[config.mk]
export PLATFORM = sky130hd
export DESIGN_NAME = osd_window_layer_config
export DESIGN_NICKNAME = d
export VERILOG_FILES = /design/src/osd_cfg_pkg.sv /design/src/osd_window_layer_config.sv
export SDC_FILE = /design/constraint.sdc
export NUM_CORES = 1
export LEC_CHECK = 0
export ABC_AREA = 1
export BUFFER_PORTS_ARGS = -buffer_cell sky130_fd_sc_hd__buf_2
export CELL_PAD_IN_SITES_DETAIL_PLACEMENT = 1
export CELL_PAD_IN_SITES_GLOBAL_PLACEMENT = 2
export CORE_MARGIN = 2
export CORE_UTILIZATION = 33
export DETAILED_ROUTE_END_ITERATION = 16
export PLACE_DENSITY = 0.91
export SYNTH_ARGS = -nofsm -noshare
export SYNTH_HDL_FRONTEND = slang
export SYNTH_SLANG_ARGS = --single-unit
[constraint.sdc]
create_clock -name sys_clk_i -period 7.99 [get_ports sys_clk_i]
set_clock_uncertainty 0.2 [all_clocks]
set_input_delay 1.1985 -clock sys_clk_i [delete_from_list [all_inputs] [get_ports sys_clk_i]]
set_output_delay 1.1985 -clock sys_clk_i [all_outputs]
set_load 0.05 [all_outputs]
[src/osd_cfg_pkg.sv]
// register map, field layout and timing constants of the overlay window configuration bank
package osd_cfg_pkg;
	// byte addresses of the word-aligned registers
	localparam logic [4:0] ADDR_GFX_B_MODE = 5'h00;
	localparam logic [4:0] ADDR_ATTR_MODE = 5'h04;
	localparam logic [4:0] ADDR_CURSOR = 5'h08;
	localparam logic [4:0] ADDR_VIDEO_A_PITCH = 5'h0C;
	localparam logic [4:0] ADDR_VIDEO_B_PITCH = 5'h10;
	localparam logic [4:0] ADDR_GFX_A_PITCH = 5'h14;
	localparam logic [4:0] ADDR_STATUS = 5'h18;
	// storage slots of the register array, then the status and unmapped index codes
	localparam int NUM_REGS = 6;
	localparam logic [2:0] IDX_GFX_B = 3'h0;
	localparam logic [2:0] IDX_ATTR = 3'h1;
	localparam logic [2:0] IDX_CURSOR = 3'h2;
	localparam logic [2:0] IDX_VIDEO_A = 3'h3;
	localparam logic [2:0] IDX_VIDEO_B = 3'h4;
	localparam logic [2:0] IDX_GFX_A = 3'h5;
	localparam logic [2:0] IDX_STATUS = 3'h6;
	localparam logic [2:0] IDX_NONE = 3'h7;
	// writable bits per slot, slot 5 first; attribute enable lives in slot 0 only
	localparam logic [NUM_REGS-1:0][15:0] WR_MASK = {
		16'h01FF, 16'h01FF, 16'h01FF, 16'hFFFF, 16'h0FC3, 16'hFFFF};
	localparam logic [15:0] RESET_VALUE = 16'h0000;
	// window-b mode and attribute mode fields
	localparam int ATTR_EN_BIT = 15;
	localparam int ATTEN_BIT = 14;
	localparam int RGB_BIT = 13;
	localparam int TABLE_BIT = 12;
	localparam int HZOOM_LSB = 10;
	localparam int VZOOM_LSB = 8;
	localparam int BPP_LSB = 6;
	localparam int BLEND_LSB = 3;
	localparam int TRANSP_BIT = 2;
	localparam int FRAME_BIT = 1;
	localparam int ACTIVE_BIT = 0;
	localparam int BLINK_INT_LSB = 6;
	localparam int BLINK_EN_BIT = 0;
	// cursor fields
	localparam int CUR_INDEX_LSB = 8;
	localparam int CUR_TABLE_BIT = 7;
	localparam int CUR_H_LSB = 4;
	localparam int CUR_V_LSB = 1;
	localparam int CUR_ACTIVE_BIT = 0;
	// status fields
	localparam int STAT_BLINK_BIT = 0;
	localparam int STAT_PENDING_BIT = 1;
	// timing and format constants
	localparam int BURST_BYTES_LOG2 = 5;
	localparam logic [2:0] BLINK_UNIT_LAST = 3'h7;
	localparam logic [2:0] BLEND_FULL = 3'h7;
	localparam logic [3:0] WEIGHT_ONE = 4'h8;
	localparam logic [4:0] RGB_BPP = 5'h10;
endpackage : osd_cfg_pkg

[src/osd_window_layer_config.sv]
// overlay window, attribute, cursor and line pitch configuration with vsync-latched shadows
//
// How it works
// - colour table bit picks ROM or RAM
// - horizontal zoom codes give x1 x2 x4 x1
// - vertical zoom codes give x1 x2 x4 x1
// - bitmap width codes give 1 2 4 8 bits
// - blend n weights graphics n/8, 7 full
// - transparency limits blend to zero bitmap pixels
// - RGB pixel matching key gets blended
// - field mode reads each stored line per field
// - frame mode reads alternate lines, interlaced only
// - active bit shows window two when not attribute
// - attribute enable turns window two into attributes
// - attribute zooms use same code table
// - blink period is n+1 units of eight vsyncs
// - attribute frame mode and blink enable bits
// - cursor palette index and table select
// - cursor width four times n, zero gives one
// - cursor height two times n, zero gives one
// - cursor active bit shows cursor
// - video pitch counts 32-byte bursts per line
// - graphics pitch is pixels times depth over 256
`timescale 1ns/100ps
module osd_window_layer_config #(
	parameter int PIX_W = 8,
	parameter int LINE_W = 11
) (
	// clock, reset, enable
	input wire logic sys_clk_i,
	input wire logic rstn_i,
	input wire logic clk_en_i,
	// register bus
	input wire logic [4:0] avs_address_i,
	input wire logic avs_read_i,
	input wire logic avs_write_i,
	input wire logic [31:0] avs_writedata_i,
	input wire logic [3:0] avs_byteenable_i,
	output logic [31:0] avs_readdata_o,
	output logic avs_waitrequest_o,
	// display timing
	input wire logic vertical_sync_pulse_i,
	input wire logic video_encoder_interlaced_i,
	input wire logic field_odd_i,
	input wire logic [LINE_W-1:0] display_line_i,
	// pixel path
	input wire logic pix_valid_i,
	input wire logic [7:0] gfx_index_i,
	input wire logic [15:0] gfx_rgb_i,
	input wire logic [15:0] transparency_key_i,
	input wire logic [PIX_W-1:0] gfx_pix_i,
	input wire logic [PIX_W-1:0] video_pix_i,
	output logic [PIX_W-1:0] blend_o,
	output logic blend_valid_o,
	// window two settings
	output logic attribute_mode_enable_o,
	output logic gfx_b_active_o,
	output logic gfx_b_table_select_o,
	output logic gfx_b_attenuate_o,
	output logic gfx_b_rgb_mode_o,
	output logic [2:0] gfx_b_horiz_zoom_o,
	output logic [2:0] gfx_b_vert_zoom_o,
	output logic [4:0] gfx_b_bits_per_pixel_o,
	output logic [2:0] gfx_b_blend_ratio_o,
	output logic gfx_b_transparency_enable_o,
	output logic gfx_b_frame_mode_o,
	output logic [LINE_W:0] gfx_b_fetch_line_o,
	output logic blink_enable_o,
	output logic attr_blink_visible_o,
	// cursor
	output logic cursor_active_o,
	output logic [7:0] cursor_palette_index_o,
	output logic cursor_table_select_o,
	output logic [4:0] cursor_horiz_pixels_o,
	output logic [3:0] cursor_vert_lines_o,
	// line pitches
	output logic [8:0] video_a_bursts_per_line_o,
	output logic [8:0] video_b_bursts_per_line_o,
	output logic [8:0] gfx_a_bursts_per_line_o,
	output logic [13:0] video_a_line_bytes_o,
	output logic [13:0] video_b_line_bytes_o,
	output logic [13:0] gfx_a_line_bytes_o
);
	logic [osd_cfg_pkg::NUM_REGS-1:0][15:0] pend;
	logic [osd_cfg_pkg::NUM_REGS-1:0][15:0] shad;
	logic bus_ack;
	logic [2:0] idx;
	logic [15:0] wmask;
	logic [31:0] next_readdata;
	logic vs_meta;
	logic vs_sync;
	logic vs_prev;
	logic vs_pulse;
	logic [4:0] blink_cnt;
	logic blink_phase;
	logic blink_toggle;
	logic [15:0] m;
	logic [15:0] a;
	logic [15:0] c;
	logic attr_on;
	logic [1:0] hz_code;
	logic [1:0] vz_code;
	logic apply_ratio;
	logic [3:0] weight;

	function automatic logic [2:0] reg_index(input logic [4:0] addr);
		unique case (addr)
			osd_cfg_pkg::ADDR_GFX_B_MODE: reg_index = osd_cfg_pkg::IDX_GFX_B;
			osd_cfg_pkg::ADDR_ATTR_MODE: reg_index = osd_cfg_pkg::IDX_ATTR;
			osd_cfg_pkg::ADDR_CURSOR: reg_index = osd_cfg_pkg::IDX_CURSOR;
			osd_cfg_pkg::ADDR_VIDEO_A_PITCH: reg_index = osd_cfg_pkg::IDX_VIDEO_A;
			osd_cfg_pkg::ADDR_VIDEO_B_PITCH: reg_index = osd_cfg_pkg::IDX_VIDEO_B;
			osd_cfg_pkg::ADDR_GFX_A_PITCH: reg_index = osd_cfg_pkg::IDX_GFX_A;
			osd_cfg_pkg::ADDR_STATUS: reg_index = osd_cfg_pkg::IDX_STATUS;
			default: reg_index = osd_cfg_pkg::IDX_NONE;
		endcase
	endfunction : reg_index

	// reserved code 3 falls back to no zoom
	function automatic logic [1:0] zoom_shift(input logic [1:0] code);
		zoom_shift = (code == 2'h3) ? 2'h0 : code;
	endfunction : zoom_shift

	function automatic logic [2:0] zoom_factor(input logic [1:0] code);
		zoom_factor = 3'(3'h1 << zoom_shift(code));
	endfunction : zoom_factor

	function automatic logic [13:0] burst_bytes(input logic [8:0] bursts);
		burst_bytes = {bursts, 5'h00};
	endfunction : burst_bytes

	function automatic logic [PIX_W-1:0] mix(input logic [PIX_W-1:0] g,
		input logic [PIX_W-1:0] v, input logic [3:0] w);
		logic [PIX_W+4:0] sum;
		sum = (PIX_W+5)'(g * w) + (PIX_W+5)'(v * (4'h8 - w));
		mix = sum[PIX_W+2:3];
	endfunction : mix

	// register bus slave: one wait cycle, read data loaded while waiting
	assign idx = reg_index(avs_address_i);
	// a frozen clock holds the wait so the write cannot be lost while disabled
	assign avs_waitrequest_o = (avs_read_i | avs_write_i) & ~(bus_ack & clk_en_i);
	assign wmask = {{8{avs_byteenable_i[1]}}, {8{avs_byteenable_i[0]}}};

	always_comb begin
		next_readdata = 32'h0000_0000;
		if (idx == osd_cfg_pkg::IDX_ATTR) begin
			next_readdata[15:0] = {pend[osd_cfg_pkg::IDX_GFX_B][osd_cfg_pkg::ATTR_EN_BIT],
				pend[osd_cfg_pkg::IDX_ATTR][14:0]};
		end else if (idx == osd_cfg_pkg::IDX_STATUS) begin
			next_readdata[osd_cfg_pkg::STAT_BLINK_BIT] = blink_phase;
			next_readdata[osd_cfg_pkg::STAT_PENDING_BIT] = (pend != shad);
		end else if (idx < osd_cfg_pkg::IDX_STATUS) begin
			next_readdata[15:0] = pend[idx];
		end
	end

	always_ff @(posedge sys_clk_i or negedge rstn_i) begin
		if (!rstn_i) begin
			bus_ack <= 1'b0;
			avs_readdata_o <= 32'h0000_0000;
		end else if (clk_en_i) begin
			bus_ack <= (avs_read_i | avs_write_i) & ~bus_ack;
			if (avs_read_i && !bus_ack) begin
				avs_readdata_o <= next_readdata;
			end
		end
	end

	// pending copies take writes at once; display sees them only after vsync
	always_ff @(posedge sys_clk_i or negedge rstn_i) begin
		if (!rstn_i) begin
			pend <= {osd_cfg_pkg::NUM_REGS{osd_cfg_pkg::RESET_VALUE}};
		end else if (clk_en_i && avs_write_i && bus_ack && idx < osd_cfg_pkg::IDX_STATUS) begin
			pend[idx] <= ((pend[idx] & ~wmask) | (avs_writedata_i[15:0] & wmask))
				& osd_cfg_pkg::WR_MASK[idx];
			if (idx == osd_cfg_pkg::IDX_ATTR && avs_byteenable_i[1]) begin
				pend[osd_cfg_pkg::IDX_GFX_B][osd_cfg_pkg::ATTR_EN_BIT] <=
					avs_writedata_i[osd_cfg_pkg::ATTR_EN_BIT];
			end
		end
	end

	// vsync arrives from the timing generator pin
	always_ff @(posedge sys_clk_i or negedge rstn_i) begin
		if (!rstn_i) begin
			vs_meta <= 1'b0;
			vs_sync <= 1'b0;
			vs_prev <= 1'b0;
		end else if (clk_en_i) begin
			vs_meta <= vertical_sync_pulse_i;
			vs_sync <= vs_meta;
			vs_prev <= vs_sync;
		end
	end
	assign vs_pulse = vs_sync & ~vs_prev;

	always_ff @(posedge sys_clk_i or negedge rstn_i) begin
		if (!rstn_i) begin
			shad <= {osd_cfg_pkg::NUM_REGS{osd_cfg_pkg::RESET_VALUE}};
		end else if (clk_en_i && vs_pulse) begin
			shad <= pend;
		end
	end

	// decoded views of the latched words
	assign m = shad[osd_cfg_pkg::IDX_GFX_B];
	assign a = shad[osd_cfg_pkg::IDX_ATTR];
	assign c = shad[osd_cfg_pkg::IDX_CURSOR];
	assign attr_on = m[osd_cfg_pkg::ATTR_EN_BIT];
	assign attribute_mode_enable_o = attr_on;
	assign gfx_b_active_o = ~attr_on & m[osd_cfg_pkg::ACTIVE_BIT];
	assign gfx_b_table_select_o = ~attr_on & m[osd_cfg_pkg::TABLE_BIT];
	assign gfx_b_attenuate_o = ~attr_on & m[osd_cfg_pkg::ATTEN_BIT];
	assign gfx_b_rgb_mode_o = ~attr_on & m[osd_cfg_pkg::RGB_BIT];
	assign hz_code = attr_on ? a[osd_cfg_pkg::HZOOM_LSB +: 2] : m[osd_cfg_pkg::HZOOM_LSB +: 2];
	assign vz_code = attr_on ? a[osd_cfg_pkg::VZOOM_LSB +: 2] : m[osd_cfg_pkg::VZOOM_LSB +: 2];
	assign gfx_b_horiz_zoom_o = zoom_factor(hz_code);
	assign gfx_b_vert_zoom_o = zoom_factor(vz_code);
	// rgb input forces 16 bits and ignores the width field
	assign gfx_b_bits_per_pixel_o = gfx_b_rgb_mode_o ? osd_cfg_pkg::RGB_BPP :
		5'(5'h01 << m[osd_cfg_pkg::BPP_LSB +: 2]);
	assign gfx_b_blend_ratio_o = m[osd_cfg_pkg::BLEND_LSB +: 3];
	assign gfx_b_transparency_enable_o = ~attr_on & m[osd_cfg_pkg::TRANSP_BIT];
	assign gfx_b_frame_mode_o = attr_on ? a[osd_cfg_pkg::FRAME_BIT] :
		m[osd_cfg_pkg::FRAME_BIT];
	assign blink_enable_o = attr_on & a[osd_cfg_pkg::BLINK_EN_BIT];

	assign cursor_active_o = c[osd_cfg_pkg::CUR_ACTIVE_BIT];
	assign cursor_palette_index_o = c[osd_cfg_pkg::CUR_INDEX_LSB +: 8];
	assign cursor_table_select_o = c[osd_cfg_pkg::CUR_TABLE_BIT];
	assign cursor_horiz_pixels_o = (c[osd_cfg_pkg::CUR_H_LSB +: 3] == 3'h0) ? 5'h01 :
		{c[osd_cfg_pkg::CUR_H_LSB +: 3], 2'h0};
	assign cursor_vert_lines_o = (c[osd_cfg_pkg::CUR_V_LSB +: 3] == 3'h0) ? 4'h1 :
		{c[osd_cfg_pkg::CUR_V_LSB +: 3], 1'h0};

	assign video_a_bursts_per_line_o = shad[osd_cfg_pkg::IDX_VIDEO_A][8:0];
	assign video_b_bursts_per_line_o = shad[osd_cfg_pkg::IDX_VIDEO_B][8:0];
	assign gfx_a_bursts_per_line_o = shad[osd_cfg_pkg::IDX_GFX_A][8:0];
	assign video_a_line_bytes_o = burst_bytes(video_a_bursts_per_line_o);
	assign video_b_line_bytes_o = burst_bytes(video_b_bursts_per_line_o);
	assign gfx_a_line_bytes_o = burst_bytes(gfx_a_bursts_per_line_o);

	// blink: count vsyncs, toggle after (n+1)*8 of them
	assign blink_toggle = vs_pulse &&
		blink_cnt == {a[osd_cfg_pkg::BLINK_INT_LSB +: 2], osd_cfg_pkg::BLINK_UNIT_LAST};
	always_ff @(posedge sys_clk_i or negedge rstn_i) begin
		if (!rstn_i) begin
			blink_cnt <= 5'h00;
			blink_phase <= 1'b1;
		end else if (clk_en_i) begin
			if (!blink_enable_o) begin
				blink_cnt <= 5'h00;
				blink_phase <= 1'b1;
			end else if (blink_toggle) begin
				blink_cnt <= 5'h00;
				blink_phase <= ~blink_phase;
			end else if (vs_pulse) begin
				blink_cnt <= blink_cnt + 5'h01;
			end
		end
	end
	assign attr_blink_visible_o = blink_phase;

	// stored line to fetch: frame mode interleaves fields, zoom repeats lines
	always_ff @(posedge sys_clk_i or negedge rstn_i) begin
		if (!rstn_i) begin
			gfx_b_fetch_line_o <= '0;
		end else if (clk_en_i) begin
			if (gfx_b_frame_mode_o && video_encoder_interlaced_i) begin
				gfx_b_fetch_line_o <= {display_line_i, field_odd_i} >> zoom_shift(vz_code);
			end else begin
				gfx_b_fetch_line_o <= {1'b0, display_line_i} >> zoom_shift(vz_code);
			end
		end
	end

	// blend: ratio applies to all pixels, or only to transparent ones
	always_comb begin
		if (!gfx_b_transparency_enable_o) begin
			apply_ratio = 1'b1;
		end else if (gfx_b_rgb_mode_o) begin
			apply_ratio = (gfx_rgb_i == transparency_key_i);
		end else begin
			apply_ratio = (gfx_index_i == 8'h00);
		end
		if (!gfx_b_active_o) begin
			weight = 4'h0;
		end else if (!apply_ratio || gfx_b_blend_ratio_o == osd_cfg_pkg::BLEND_FULL) begin
			weight = osd_cfg_pkg::WEIGHT_ONE;
		end else begin
			weight = {1'b0, gfx_b_blend_ratio_o};
		end
	end

	always_ff @(posedge sys_clk_i or negedge rstn_i) begin
		if (!rstn_i) begin
			blend_o <= '0;
			blend_valid_o <= 1'b0;
		end else if (clk_en_i) begin
			blend_valid_o <= pix_valid_i;
			if (pix_valid_i) begin
				blend_o <= mix(gfx_pix_i, video_pix_i, weight);
			end
		end
	end
endmodule : osd_window_layer_config

==> impl_metrics.xml, run 1 <==
<?xml version="1.0" encoding="UTF-8"?>
<metrics>
  <group name="clocking">
    <metric name="post_cts.resized_instances" unit="">0</metric>
    <metric name="ctsLongestPathBuffers" unit="">3</metric>
    <metric name="tritoncts" unit="">yes</metric>
    <metric name="h-tree-depth" unit="">1</metric>
    <metric name="cts.sink_count" unit="">239</metric>
    <metric name="post_cts_clock_slew_at_the_launch_and_capture_registers_of_the_worst_setup_and_hold_paths" unit="ns">0.06</metric>
    <metric name="insertion_delay" unit="ns">0.61</metric>
    <metric name="hold_buffers" unit="">0</metric>
    <metric name="cts_buffers" unit="">28</metric>
    <metric name="cts_root_buffer" unit="">sky130_fd_sc_hd__clkbuf_16</metric>
    <metric name="post_cts.repair.setup_buffers" unit="">0</metric>
  </group>
  <group name="layout">
    <metric name="nFillCells" unit="">5347</metric>
    <metric name="fin_nets" unit="">2094</metric>
    <metric name="n_antenna_cell" unit="">0</metric>
    <metric name="ratio_of_cells_with_drive_above_1_in_the_final_layout" unit="%">17.7</metric>
    <metric name="footprint_of_the_multi_input_gates" unit="um2">6850</metric>
    <metric name="seq_area" unit="um2">5980</metric>
    <metric name="area.growth.synth_to_final" unit="%">14.2</metric>
  </group>
  <group name="global_route">
    <metric name="antenna_found_initial" unit="">0</metric>
    <metric name="groute.usage.overall" unit="%">21.3</metric>
    <metric name="grt_pass1_vias" unit="">13100</metric>
    <metric name="grt_max_degree" unit="">127</metric>
    <metric name="grt.overflow.total" unit="">0</metric>
    <metric name="first_pass_grt_wire_length" unit="um">76700</metric>
  </group>
  <group name="drt">
    <metric name="drt_iter0_markers" unit="">910</metric>
    <metric name="route.detailed.vias_per_inst" unit="">4.95</metric>
    <metric name="drt_wl_total" unit="um">49100</metric>
    <metric name="detail_route.wirelength.met1" unit="um">21400</metric>
    <metric name="routed_wire_length_per_instance" unit="um">19.5</metric>
    <metric name="maxUsedRoutingLayer" unit="">met4</metric>
    <metric name="routed-wl-met3" unit="um">2730</metric>
    <metric name="drt_pass1_iterations" unit="">5</metric>
    <metric name="detail_route.drc_violations" unit="">0</metric>
    <metric name="route.antenna.remaining_nets" unit="">0</metric>
    <metric name="vias" unit="">12400</metric>
    <metric name="met2_wirelength" unit="um">23200</metric>
  </group>
  <group name="sta">
    <metric name="worstMarginPinSlew" unit="ns">1.26</metric>
    <metric name="min_period_over_period" unit="%">84.9</metric>
    <metric name="timing.hold.ws" unit="ns">0.285</metric>
    <metric name="setup-tns-final" unit="ns">0</metric>
    <metric name="postLayoutSetupSlackWorst" unit="ns">1.20</metric>
    <metric name="final_hold_viol_count" unit="">0</metric>
    <metric name="rsz0062_at_grt" unit="">false</metric>
    <metric name="report.final.setup_viol" unit="">0</metric>
    <metric name="fmax" unit="MHz">147</metric>
    <metric name="report.final.slew_viol_count" unit="">0</metric>
    <metric name="maxSlewHeadroom" unit="%">15.9</metric>
    <metric name="final_period_minus_worst_setup_slack" unit="ns">6.79</metric>
  </group>
  <group name="floorplanning">
    <metric name="die_width" unit="um">214</metric>
    <metric name="i_o_pin_cnt" unit="">282</metric>
    <metric name="start_util" unit="%">33.2</metric>
    <metric name="die-height" unit="um">214</metric>
    <metric name="core-area" unit="um2">43900</metric>
    <metric name="num_rows" unit="">77</metric>
    <metric name="floorplan.die_area" unit="um2">45900</metric>
  </group>
  <group name="run_status">
    <metric name="outcome" unit="">finished clean</metric>
  </group>
  <group name="setup_path">
    <metric name="crit_fanout" unit="">8</metric>
    <metric name="rr_startpoint" unit="">m[15]</metric>
    <metric name="worstPathRequired" unit="ns">8.23</metric>
    <metric name="critPathSlowestCell" unit="">sky130_fd_sc_hd__dfrtp_1</metric>
    <metric name="setup.worst_path.end_class" unit="">flop</metric>
    <metric name="crit_path_max_incr_delay" unit="ns">0.56</metric>
    <metric name="cp_data_arrival_time" unit="ns">7.02</metric>
    <metric name="worstSetupStartpointType" unit="">flop</metric>
    <metric name="r2r_cells" unit="">32</metric>
    <metric name="cell_seen_most_often_among_critical_path_stages" unit="">sky130_fd_sc_hd__inv_1</metric>
    <metric name="r2r_setup_slack" unit="ns">1.20</metric>
    <metric name="crit-reg2reg-capture" unit="">blend_o[7]</metric>
    <metric name="worstSetupPathType" unit="">flop to flop</metric>
  </group>
  <group name="logic_synthesis">
    <metric name="syn-cell-area" unit="um2">14600</metric>
    <metric name="synth_enable_flop_cells" unit="">0</metric>
    <metric name="synth_ff_type" unit="">sky130_fd_sc_hd__dfrtp_1</metric>
    <metric name="ys_async_sr_fraction" unit="%">100</metric>
    <metric name="yosys_register_bits" unit="">239</metric>
    <metric name="syn_area_cell" unit="um2">8.31</metric>
    <metric name="yosys_warnings" unit="">0</metric>
    <metric name="ys_types" unit="">54</metric>
    <metric name="yosysSeqAreaShare" unit="%">41.0</metric>
    <metric name="post_synth_inst_count" unit="">1755</metric>
  </group>
  <group name="placed_design">
    <metric name="port_buffers" unit="">231</metric>
    <metric name="gp_congestion" unit="">0.918</metric>
    <metric name="dp.final_hpwl" unit="um">37500</metric>
    <metric name="pre_cts_slack" unit="ns">0.615</metric>
  </group>
  <group name="worst_hold_path">
    <metric name="class_of_the_most_critical_hold_timing_path" unit="">flop to flop</metric>
    <metric name="holdPathEnd" unit="">avs_readdata_o[0]</metric>
    <metric name="worst_hold_path.num_cells" unit="">2</metric>
    <metric name="hold_path.startpoint" unit="">avs_readdata_o[0]</metric>
  </group>
  <group name="pwr">
    <metric name="cellLeakagePower" unit="nW">8.79</metric>
    <metric name="p_per_area" unit="nW/um2">237</metric>
    <metric name="worst_ir_drop_vdd" unit="uV">180</metric>
  </group>
  <group name="job">
    <metric name="max-cap-violations" unit="">0</metric>
  </group>
</metrics>
[critical path, delay by kind of cell, from the launching register on]
family          cells  cell delay [ns]
compound gates      1             0.20
xor+xnor            2             0.35
fa+ha+maj           7             2.96
buf+inv             6             0.45
flops               1             0.56
simple gates       16             1.90
[sequential cells by signal (all words and copies together) (netlist names)]
register and count:
avs_readdata_o 16, vs_meta 1, c 16, attr_blink_visible_o 1, vs_sync 1, a 16
blend_valid_o 1, gfx_a_bursts_per_line_o 9, pend 96, vs_prev 1, m 16, bus_ack 1
gfx_b_fetch_line_o 12, blend_o 8, shad 21, blink_cnt 5, video_a_bursts_per_line_o 9, video_b_bursts_per_line_o 9
[cell usage after synthesis (4+ instances only)]
master                     number  share of area (%)
sky130_fd_sc_hd__o21ai_0      138                4.7
sky130_fd_sc_hd__nand2_1      425                 11
sky130_fd_sc_hd__xnor2_1       17                1.0
sky130_fd_sc_hd__o211ai_1      10               0.51
sky130_fd_sc_hd__nand3_1       22               0.75
sky130_fd_sc_hd__xor2_1        69                4.1
sky130_fd_sc_hd__nand4_1       15               0.64
sky130_fd_sc_hd__o21ai_1       56                1.9
sky130_fd_sc_hd__o22ai_1       17               0.73
sky130_fd_sc_hd__buf_4         99                5.1
sky130_fd_sc_hd__dfrtp_1      238                 41
sky130_fd_sc_hd__a31oi_1        8               0.34
sky130_fd_sc_hd__o221ai_1      21                1.3
sky130_fd_sc_hd__mux2i_1        9               0.62
sky130_fd_sc_hd__ha_1          32                2.7
sky130_fd_sc_hd__a21oi_1       27               0.93
sky130_fd_sc_hd__clkbuf_1      45                1.2
sky130_fd_sc_hd__buf_2         10               0.34
sky130_fd_sc_hd__nor2_2         4               0.17
sky130_fd_sc_hd__nor2_4         5               0.39
sky130_fd_sc_hd__nor3_1        13               0.45
sky130_fd_sc_hd__inv_2         15               0.39
sky130_fd_sc_hd__nor4_1        16               0.69
sky130_fd_sc_hd__fa_1          47                6.4
sky130_fd_sc_hd__inv_1        216                5.6
sky130_fd_sc_hd__nor2_1       117                3.0
sky130_fd_sc_hd__o21ai_2        5               0.30
sky130_fd_sc_hd__a221oi_1      12               0.72
[worst max-delay path by stage]
stage | startpoint | end | slack [ns] | cells after the start
floorplan | m[15] | blend_o[7] | 1.15 | 28
finish | m[15] | blend_o[7] | 1.20 | 32
global route | m[15] | blend_o[7] | 0.81 | 32
CTS | m[15] | blend_o[7] | 1.12 | 32
detailed placement | transparency_key_i[12] | blend_o[7] | 0.61 | 34
global placement | transparency_key_i[12] | blend_o[7] | 0.72 | 32
[power by group]
| group | total [mW] | internal, mW | switching [mW] |
|---|---|---|---|
| clock network | 1.35 | 0.800 | 0.552 |
| logic | 1.10 | 0.272 | 0.828 |
| registers | 1.50 | 1.36 | 0.135 |
| total | 3.95 | 2.43 | 1.51 |
[cells in the final DEF (no fill, tap or decap), types with 4 or more instances in the layout]
master | synthesis | final
sky130_fd_sc_hd__a21oi_1 | 27 | 27
sky130_fd_sc_hd__a221oi_1 | 12 | 12
sky130_fd_sc_hd__a31oi_1 | 8 | 8
sky130_fd_sc_hd__buf_2 | 10 | 230
sky130_fd_sc_hd__buf_4 | 99 | 9
sky130_fd_sc_hd__clkbuf_1 | 45 | 5
sky130_fd_sc_hd__clkbuf_16 | 0 | 28
sky130_fd_sc_hd__clkbuf_8 | 0 | 6
sky130_fd_sc_hd__clkinv_2 | 0 | 5
sky130_fd_sc_hd__conb_1 | 1 | 32
sky130_fd_sc_hd__dfrtp_1 | 238 | 238
sky130_fd_sc_hd__fa_1 | 47 | 47
sky130_fd_sc_hd__ha_1 | 32 | 32
sky130_fd_sc_hd__inv_1 | 216 | 215
sky130_fd_sc_hd__inv_2 | 15 | 16
sky130_fd_sc_hd__mux2i_1 | 9 | 9
sky130_fd_sc_hd__nand2_1 | 425 | 425
sky130_fd_sc_hd__nand3_1 | 22 | 22
sky130_fd_sc_hd__nand4_1 | 15 | 15
sky130_fd_sc_hd__nor2_1 | 117 | 116
sky130_fd_sc_hd__nor2_2 | 4 | 4
sky130_fd_sc_hd__nor2_4 | 5 | 6
sky130_fd_sc_hd__nor3_1 | 13 | 13
sky130_fd_sc_hd__nor4_1 | 16 | 16
sky130_fd_sc_hd__o211ai_1 | 10 | 10
sky130_fd_sc_hd__o21ai_0 | 138 | 138
sky130_fd_sc_hd__o21ai_1 | 56 | 56
sky130_fd_sc_hd__o21ai_2 | 5 | 5
sky130_fd_sc_hd__o221ai_1 | 21 | 21
sky130_fd_sc_hd__o22ai_1 | 17 | 17
sky130_fd_sc_hd__xnor2_1 | 17 | 17
sky130_fd_sc_hd__xor2_1 | 69 | 69
[final cells by class]
class | count | share of cell area, %
inverters | 232 | 5.23
clock buffers | 39 | 4.81
repair buffers | 241 | 7.52
flip-flops and latches | 239 | 35.9
multi-input cells | 1156 | 41.1
well taps | 592 | 4.45
clock inverters | 12 | 1.01
[metal layers]
layer  track usage (%)  vias to the layer above
li1                  -                     5775
met1              28.3                     6188
met2              35.6                      381
met3              3.32                       81
met4              7.04                        0
met5                 0                        -
[through the flow]
step / power [mW] / instance area, um2 / utilization (%) / cells
2_1_floorplan: 2.32 / 14700 / - / 1786
3_3_place_gp: 2.58 / 15700 / 35.7 / 2460
3_5_place_dp: 2.61 / 15700 / 35.7 / 2460
4_1_cts: 3.98 / 16700 / 37.9 / 2511
5_1_grt: 4.13 / 16700 / 37.9 / 2511
6_report: 3.95 / 16700 / 37.9 / 2511
[logic make-up (layout without fill, tap and decap cells)]
logic type               Yosys count  count (layout)  share of synthesized area [%]
XOR/XNOR                          87              87                           5.27
other                              1              32                         0.0257
flip-flops                       239             239                           41.0
AND/OR/NAND/NOR                  633             633                           18.1
adder cells (fa/ha/maj)           79              79                           9.19
buffers and inverters            391             524                           12.9
multiplexers                       9               9                          0.618
AO/OA/AOI/OAI                    316             316                           12.9
Power figures use the tool's default switching activity.
==> run 2: changes to the inputs <==
--- a/config.mk
+++ b/config.mk
@@ -5,14 +5,14 @@
 export SDC_FILE = /design/constraint.sdc
 export NUM_CORES = 1
 export LEC_CHECK = 0
-export ABC_AREA = 1
+export ABC_AREA = 0
 export BUFFER_PORTS_ARGS = -buffer_cell sky130_fd_sc_hd__buf_2
 export CELL_PAD_IN_SITES_DETAIL_PLACEMENT = 1
 export CELL_PAD_IN_SITES_GLOBAL_PLACEMENT = 2
 export CORE_MARGIN = 2
-export CORE_UTILIZATION = 33
+export CORE_UTILIZATION = 32
 export DETAILED_ROUTE_END_ITERATION = 16
-export PLACE_DENSITY = 0.91
+export PLACE_DENSITY = 0.87
 export SYNTH_ARGS = -nofsm -noshare
 export SYNTH_HDL_FRONTEND = slang
 export SYNTH_SLANG_ARGS = --single-unit
==> constraint.sdc (replaced) <==
create_clock -name sys_clk_i -period 6 [get_ports sys_clk_i]
set_clock_uncertainty 0.2 [all_clocks]
set_input_delay 0.9 -clock sys_clk_i [delete_from_list [all_inputs] [get_ports sys_clk_i]]
set_output_delay 0.9 -clock sys_clk_i [all_outputs]
set_load 0.05 [all_outputs]
==> impl_metrics.xml, run 2 <==
<?xml version="1.0" encoding="UTF-8"?>
<metrics>
  <group name="run_status">
    <metric name="outcome" unit="">finished with violations</metric>
    <metric name="violations" unit="">setup timing</metric>
  </group>
  <group name="clocking">
    <metric name="insertion_delay" unit="ns">0.57</metric>
    <metric name="tritoncts" unit="">yes</metric>
    <metric name="post_cts_clock_slew_at_the_launch_and_capture_registers_of_the_worst_setup_and_hold_paths" unit="ns">0.06</metric>
    <metric name="cts_buffers" unit="">29</metric>
    <metric name="hold_buffers" unit="">0</metric>
    <metric name="h-tree-depth" unit="">1</metric>
    <metric name="ctsLongestPathBuffers" unit="">3</metric>
    <metric name="cts.sink_count" unit="">239</metric>
    <metric name="cts_root_buffer" unit="">sky130_fd_sc_hd__clkbuf_16</metric>
  </group>
  <group name="layout">
    <metric name="largest_reg_flops" unit="">96</metric>
    <metric name="design_area" unit="um2">16800</metric>
    <metric name="instances_no_fill" unit="">2186</metric>
    <metric name="footprint_of_the_multi_input_gates" unit="um2">7310</metric>
    <metric name="seq_area" unit="um2">5980</metric>
    <metric name="n_antenna_cell" unit="">0</metric>
    <metric name="final_core_util" unit="%">38.1</metric>
    <metric name="fin_nets" unit="">1773</metric>
    <metric name="nFillCells" unit="">5023</metric>
    <metric name="final_common_cell" unit="">sky130_fd_sc_hd__dfrtp_1</metric>
    <metric name="area.growth.synth_to_final" unit="%">17.6</metric>
    <metric name="ratio_of_cells_with_drive_above_1_in_the_final_layout" unit="%">29.9</metric>
    <metric name="most_flops_register" unit="">pend</metric>
    <metric name="biggestRegsByFlops" unit="">pend: 96 flops, shad: 21 flops</metric>
    <metric name="most-common-layout-cells" unit="">sky130_fd_sc_hd__dfrtp_1 (238), sky130_fd_sc_hd__buf_2 (228), sky130_fd_sc_hd__nand2_1 (191)</metric>
  </group>
  <group name="setup_path">
    <metric name="crit_path_max_incr_delay" unit="ns">0.54</metric>
    <metric name="cell_seen_most_often_among_critical_path_stages" unit="">sky130_fd_sc_hd__fa_1</metric>
    <metric name="setup.worst_path.end_class" unit="">flop</metric>
    <metric name="worstSetupPathType" unit="">input port to flop</metric>
    <metric name="critPathSlowestCell" unit="">sky130_fd_sc_hd__or4_4</metric>
    <metric name="worstPathRequired" unit="ns">6.22</metric>
    <metric name="crit_fanout" unit="">3</metric>
    <metric name="cp_data_arrival_time" unit="ns">6.90</metric>
    <metric name="worstSetupStartpointType" unit="">input port</metric>
  </group>
  <group name="logic_synthesis">
    <metric name="synth_commonest_cells" unit="">sky130_fd_sc_hd__dfrtp_1 (238), sky130_fd_sc_hd__nand2_1 (192), sky130_fd_sc_hd__mux2_2 (106)</metric>
    <metric name="ys_types" unit="">62</metric>
    <metric name="yosys_warnings" unit="">0</metric>
    <metric name="synth_most_common_cell" unit="">sky130_fd_sc_hd__dfrtp_1</metric>
    <metric name="post_synth_inst_count" unit="">1386</metric>
    <metric name="yosys_register_bits" unit="">239</metric>
    <metric name="yosysSeqAreaShare" unit="%">41.8</metric>
    <metric name="synthTopCellsByArea" unit="">sky130_fd_sc_hd__dfrtp_1 (42%), sky130_fd_sc_hd__mux2_2 (8.3%), sky130_fd_sc_hd__fa_1 (6.6%)</metric>
    <metric name="syn_area_cell" unit="um2">10.3</metric>
    <metric name="synth_ff_type" unit="">sky130_fd_sc_hd__dfrtp_1</metric>
    <metric name="ys_async_sr_fraction" unit="%">100</metric>
    <metric name="syn-cell-area" unit="um2">14300</metric>
    <metric name="synth_enable_flop_cells" unit="">0</metric>
    <metric name="synthDominantCellAreaShare" unit="%">41.6</metric>
    <metric name="synth_area_leader_cell" unit="">sky130_fd_sc_hd__dfrtp_1</metric>
  </group>
  <group name="global_route">
    <metric name="grt_max_degree" unit="">126</metric>
    <metric name="antenna_found_initial" unit="">0</metric>
    <metric name="grt.overflow.total" unit="">0</metric>
    <metric name="grt_pass1_vias" unit="">11600</metric>
    <metric name="groute.usage.overall" unit="%">19.7</metric>
    <metric name="first_pass_grt_wire_length" unit="um">70000</metric>
  </group>
  <group name="placed_design">
    <metric name="dp.final_hpwl" unit="um">34800</metric>
    <metric name="dp.cells" unit="">2133</metric>
    <metric name="placed_cell_area" unit="um2">15800</metric>
    <metric name="gp_congestion" unit="">0.886</metric>
    <metric name="port_buffers" unit="">231</metric>
  </group>
  <group name="sta">
    <metric name="final_hold_viol_count" unit="">0</metric>
    <metric name="fmax" unit="MHz">150</metric>
    <metric name="report.final.slew_viol_count" unit="">0</metric>
    <metric name="final_period_minus_worst_setup_slack" unit="ns">6.68</metric>
    <metric name="worstMarginPinSlew" unit="ns">1.12</metric>
    <metric name="min_period_over_period" unit="%">111</metric>
    <metric name="postLayoutSetupSlackWorst" unit="ns">-0.685</metric>
    <metric name="report.final.setup_viol" unit="">6</metric>
    <metric name="timing.hold.ws" unit="ns">0.227</metric>
    <metric name="rsz0062_at_grt" unit="">true</metric>
    <metric name="maxSlewHeadroom" unit="%">24.9</metric>
  </group>
  <group name="floorplanning">
    <metric name="die-height" unit="um">215</metric>
    <metric name="num_rows" unit="">77</metric>
    <metric name="floorplan.die_area" unit="um2">46400</metric>
    <metric name="i_o_pin_cnt" unit="">282</metric>
    <metric name="die_width" unit="um">215</metric>
    <metric name="start_util" unit="%">32.4</metric>
    <metric name="core-area" unit="um2">44100</metric>
  </group>
  <group name="pwr">
    <metric name="p_per_area" unit="nW/um2">250</metric>
    <metric name="worst_ir_drop_vdd" unit="uV">216</metric>
    <metric name="power.internal" unit="mW">2.88</metric>
    <metric name="power.combinational.fraction" unit="%">19.1</metric>
    <metric name="pwr-share-clk" unit="%">39.6</metric>
    <metric name="fin_total_pwr" unit="mW">4.21</metric>
    <metric name="seq_power_share" unit="%">41.3</metric>
    <metric name="cellLeakagePower" unit="nW">8.43</metric>
    <metric name="power_switching_share" unit="%">31.6</metric>
    <metric name="switchingPower" unit="mW">1.33</metric>
  </group>
  <group name="drt">
    <metric name="detail_route.drc_violations" unit="">0</metric>
    <metric name="route.antenna.remaining_nets" unit="">0</metric>
    <metric name="route.detailed.vias_per_inst" unit="">5.00</metric>
    <metric name="vias" unit="">10900</metric>
    <metric name="drt_pass1_iterations" unit="">5</metric>
    <metric name="drt_iter0_markers" unit="">550</metric>
    <metric name="routed_wire_length_per_instance" unit="um">21.0</metric>
    <metric name="drt_wl_total" unit="um">45900</metric>
  </group>
  <group name="worst_hold_path">
    <metric name="class_of_the_most_critical_hold_timing_path" unit="">input port to async pin</metric>
  </group>
  <group name="job">
    <metric name="max-cap-violations" unit="">0</metric>
  </group>
</metrics>
run 2: cells by family after synthesis:
kind of cell	count (synthesis)	synth area share, %
multiplexers	142	11.3
AND/OR/NAND/NOR	373	12.5
XOR/XNOR	127	7.87
flip-flops	239	41.8
buffers and inverters	228	8.74
adder cells (fa/ha/maj)	79	9.38
AO/OA/AOI/OAI	197	8.38
other	1	0.0262
run 2: power by group through the flow:
stage	Combinational, mW	Sequential [mW]	Clock [mW]
6_report	0.803	1.74	1.67
5_1_grt	0.853	1.75	1.77
4_1_cts	0.810	1.74	1.70
3_5_place_dp	0.805	1.77	0
3_3_place_gp	0.794	1.76	0
2_1_floorplan	0.531	1.81	0
run 2: through the flow:
step / setup slack, ns / TNS, ns
3_5_place_dp: -1.43 / -6.13
3_3_place_gp: -1.23 / -5.11
6_report: -0.685 / -2.14
2_1_floorplan: -1.14 / -3.77
4_1_cts: -0.637 / -1.73
5_1_grt: -0.837 / -3.01
run 2: final cells by class:
class / count / share of cell area, %
clock buffer: 41 / 4.82
clock inverter: 7 / 0.454
inverter: 66 / 1.49
multi-input combinational: 950 / 43.4
sequential: 239 / 35.6
tap: 592 / 4.40
timing repair buffer: 291 / 9.83
run 2: repair_timing:
item                       CTS  global route
setup buffers                2             3
pin swaps                   16             8
setup endpoints to repair    6             6
cloned                       0             0
gates resized for setup     10             4
run 2: critical path, delay by kind of cell:
kind,cells,cell delay [ns]
buf+inv,5,0.29
xor+xnor,2,0.45
simple gates,5,1.29
fa+ha+maj,7,2.87
compound gates,7,1.10
run 2: path summary, 6_finish.rpt:
kind / slack, ns / cells after the start / start / end
setup / recovery: -0.68 / 26 / gfx_index_i[0] / blend_o[7]
hold / removal: 0.23 / 1 / rstn_i / gfx_a_bursts_per_line_o[2]
setup reg to reg: -0.57 / 26 / m[15] / blend_o[7]
hold reg to reg: 0.27 / 1 / avs_readdata_o[1] / avs_readdata_o[1]
max in group asynchronous: 4.13 / 2 / rstn_i / m[12]
min in group sys_clk_i: 0.27 / 1 / avs_readdata_o[1] / avs_readdata_o[1]
run 2: metal layers:
| metal | track usage, % | routed length [um] |
|---|---|---|
| met1 | 25.1 | 19300 |
| met2 | 33.8 | 22600 |
| met3 | 3.14 | 2370 |
| met4 | 7.29 | 1650 |
| met5 | 0 | 0 |
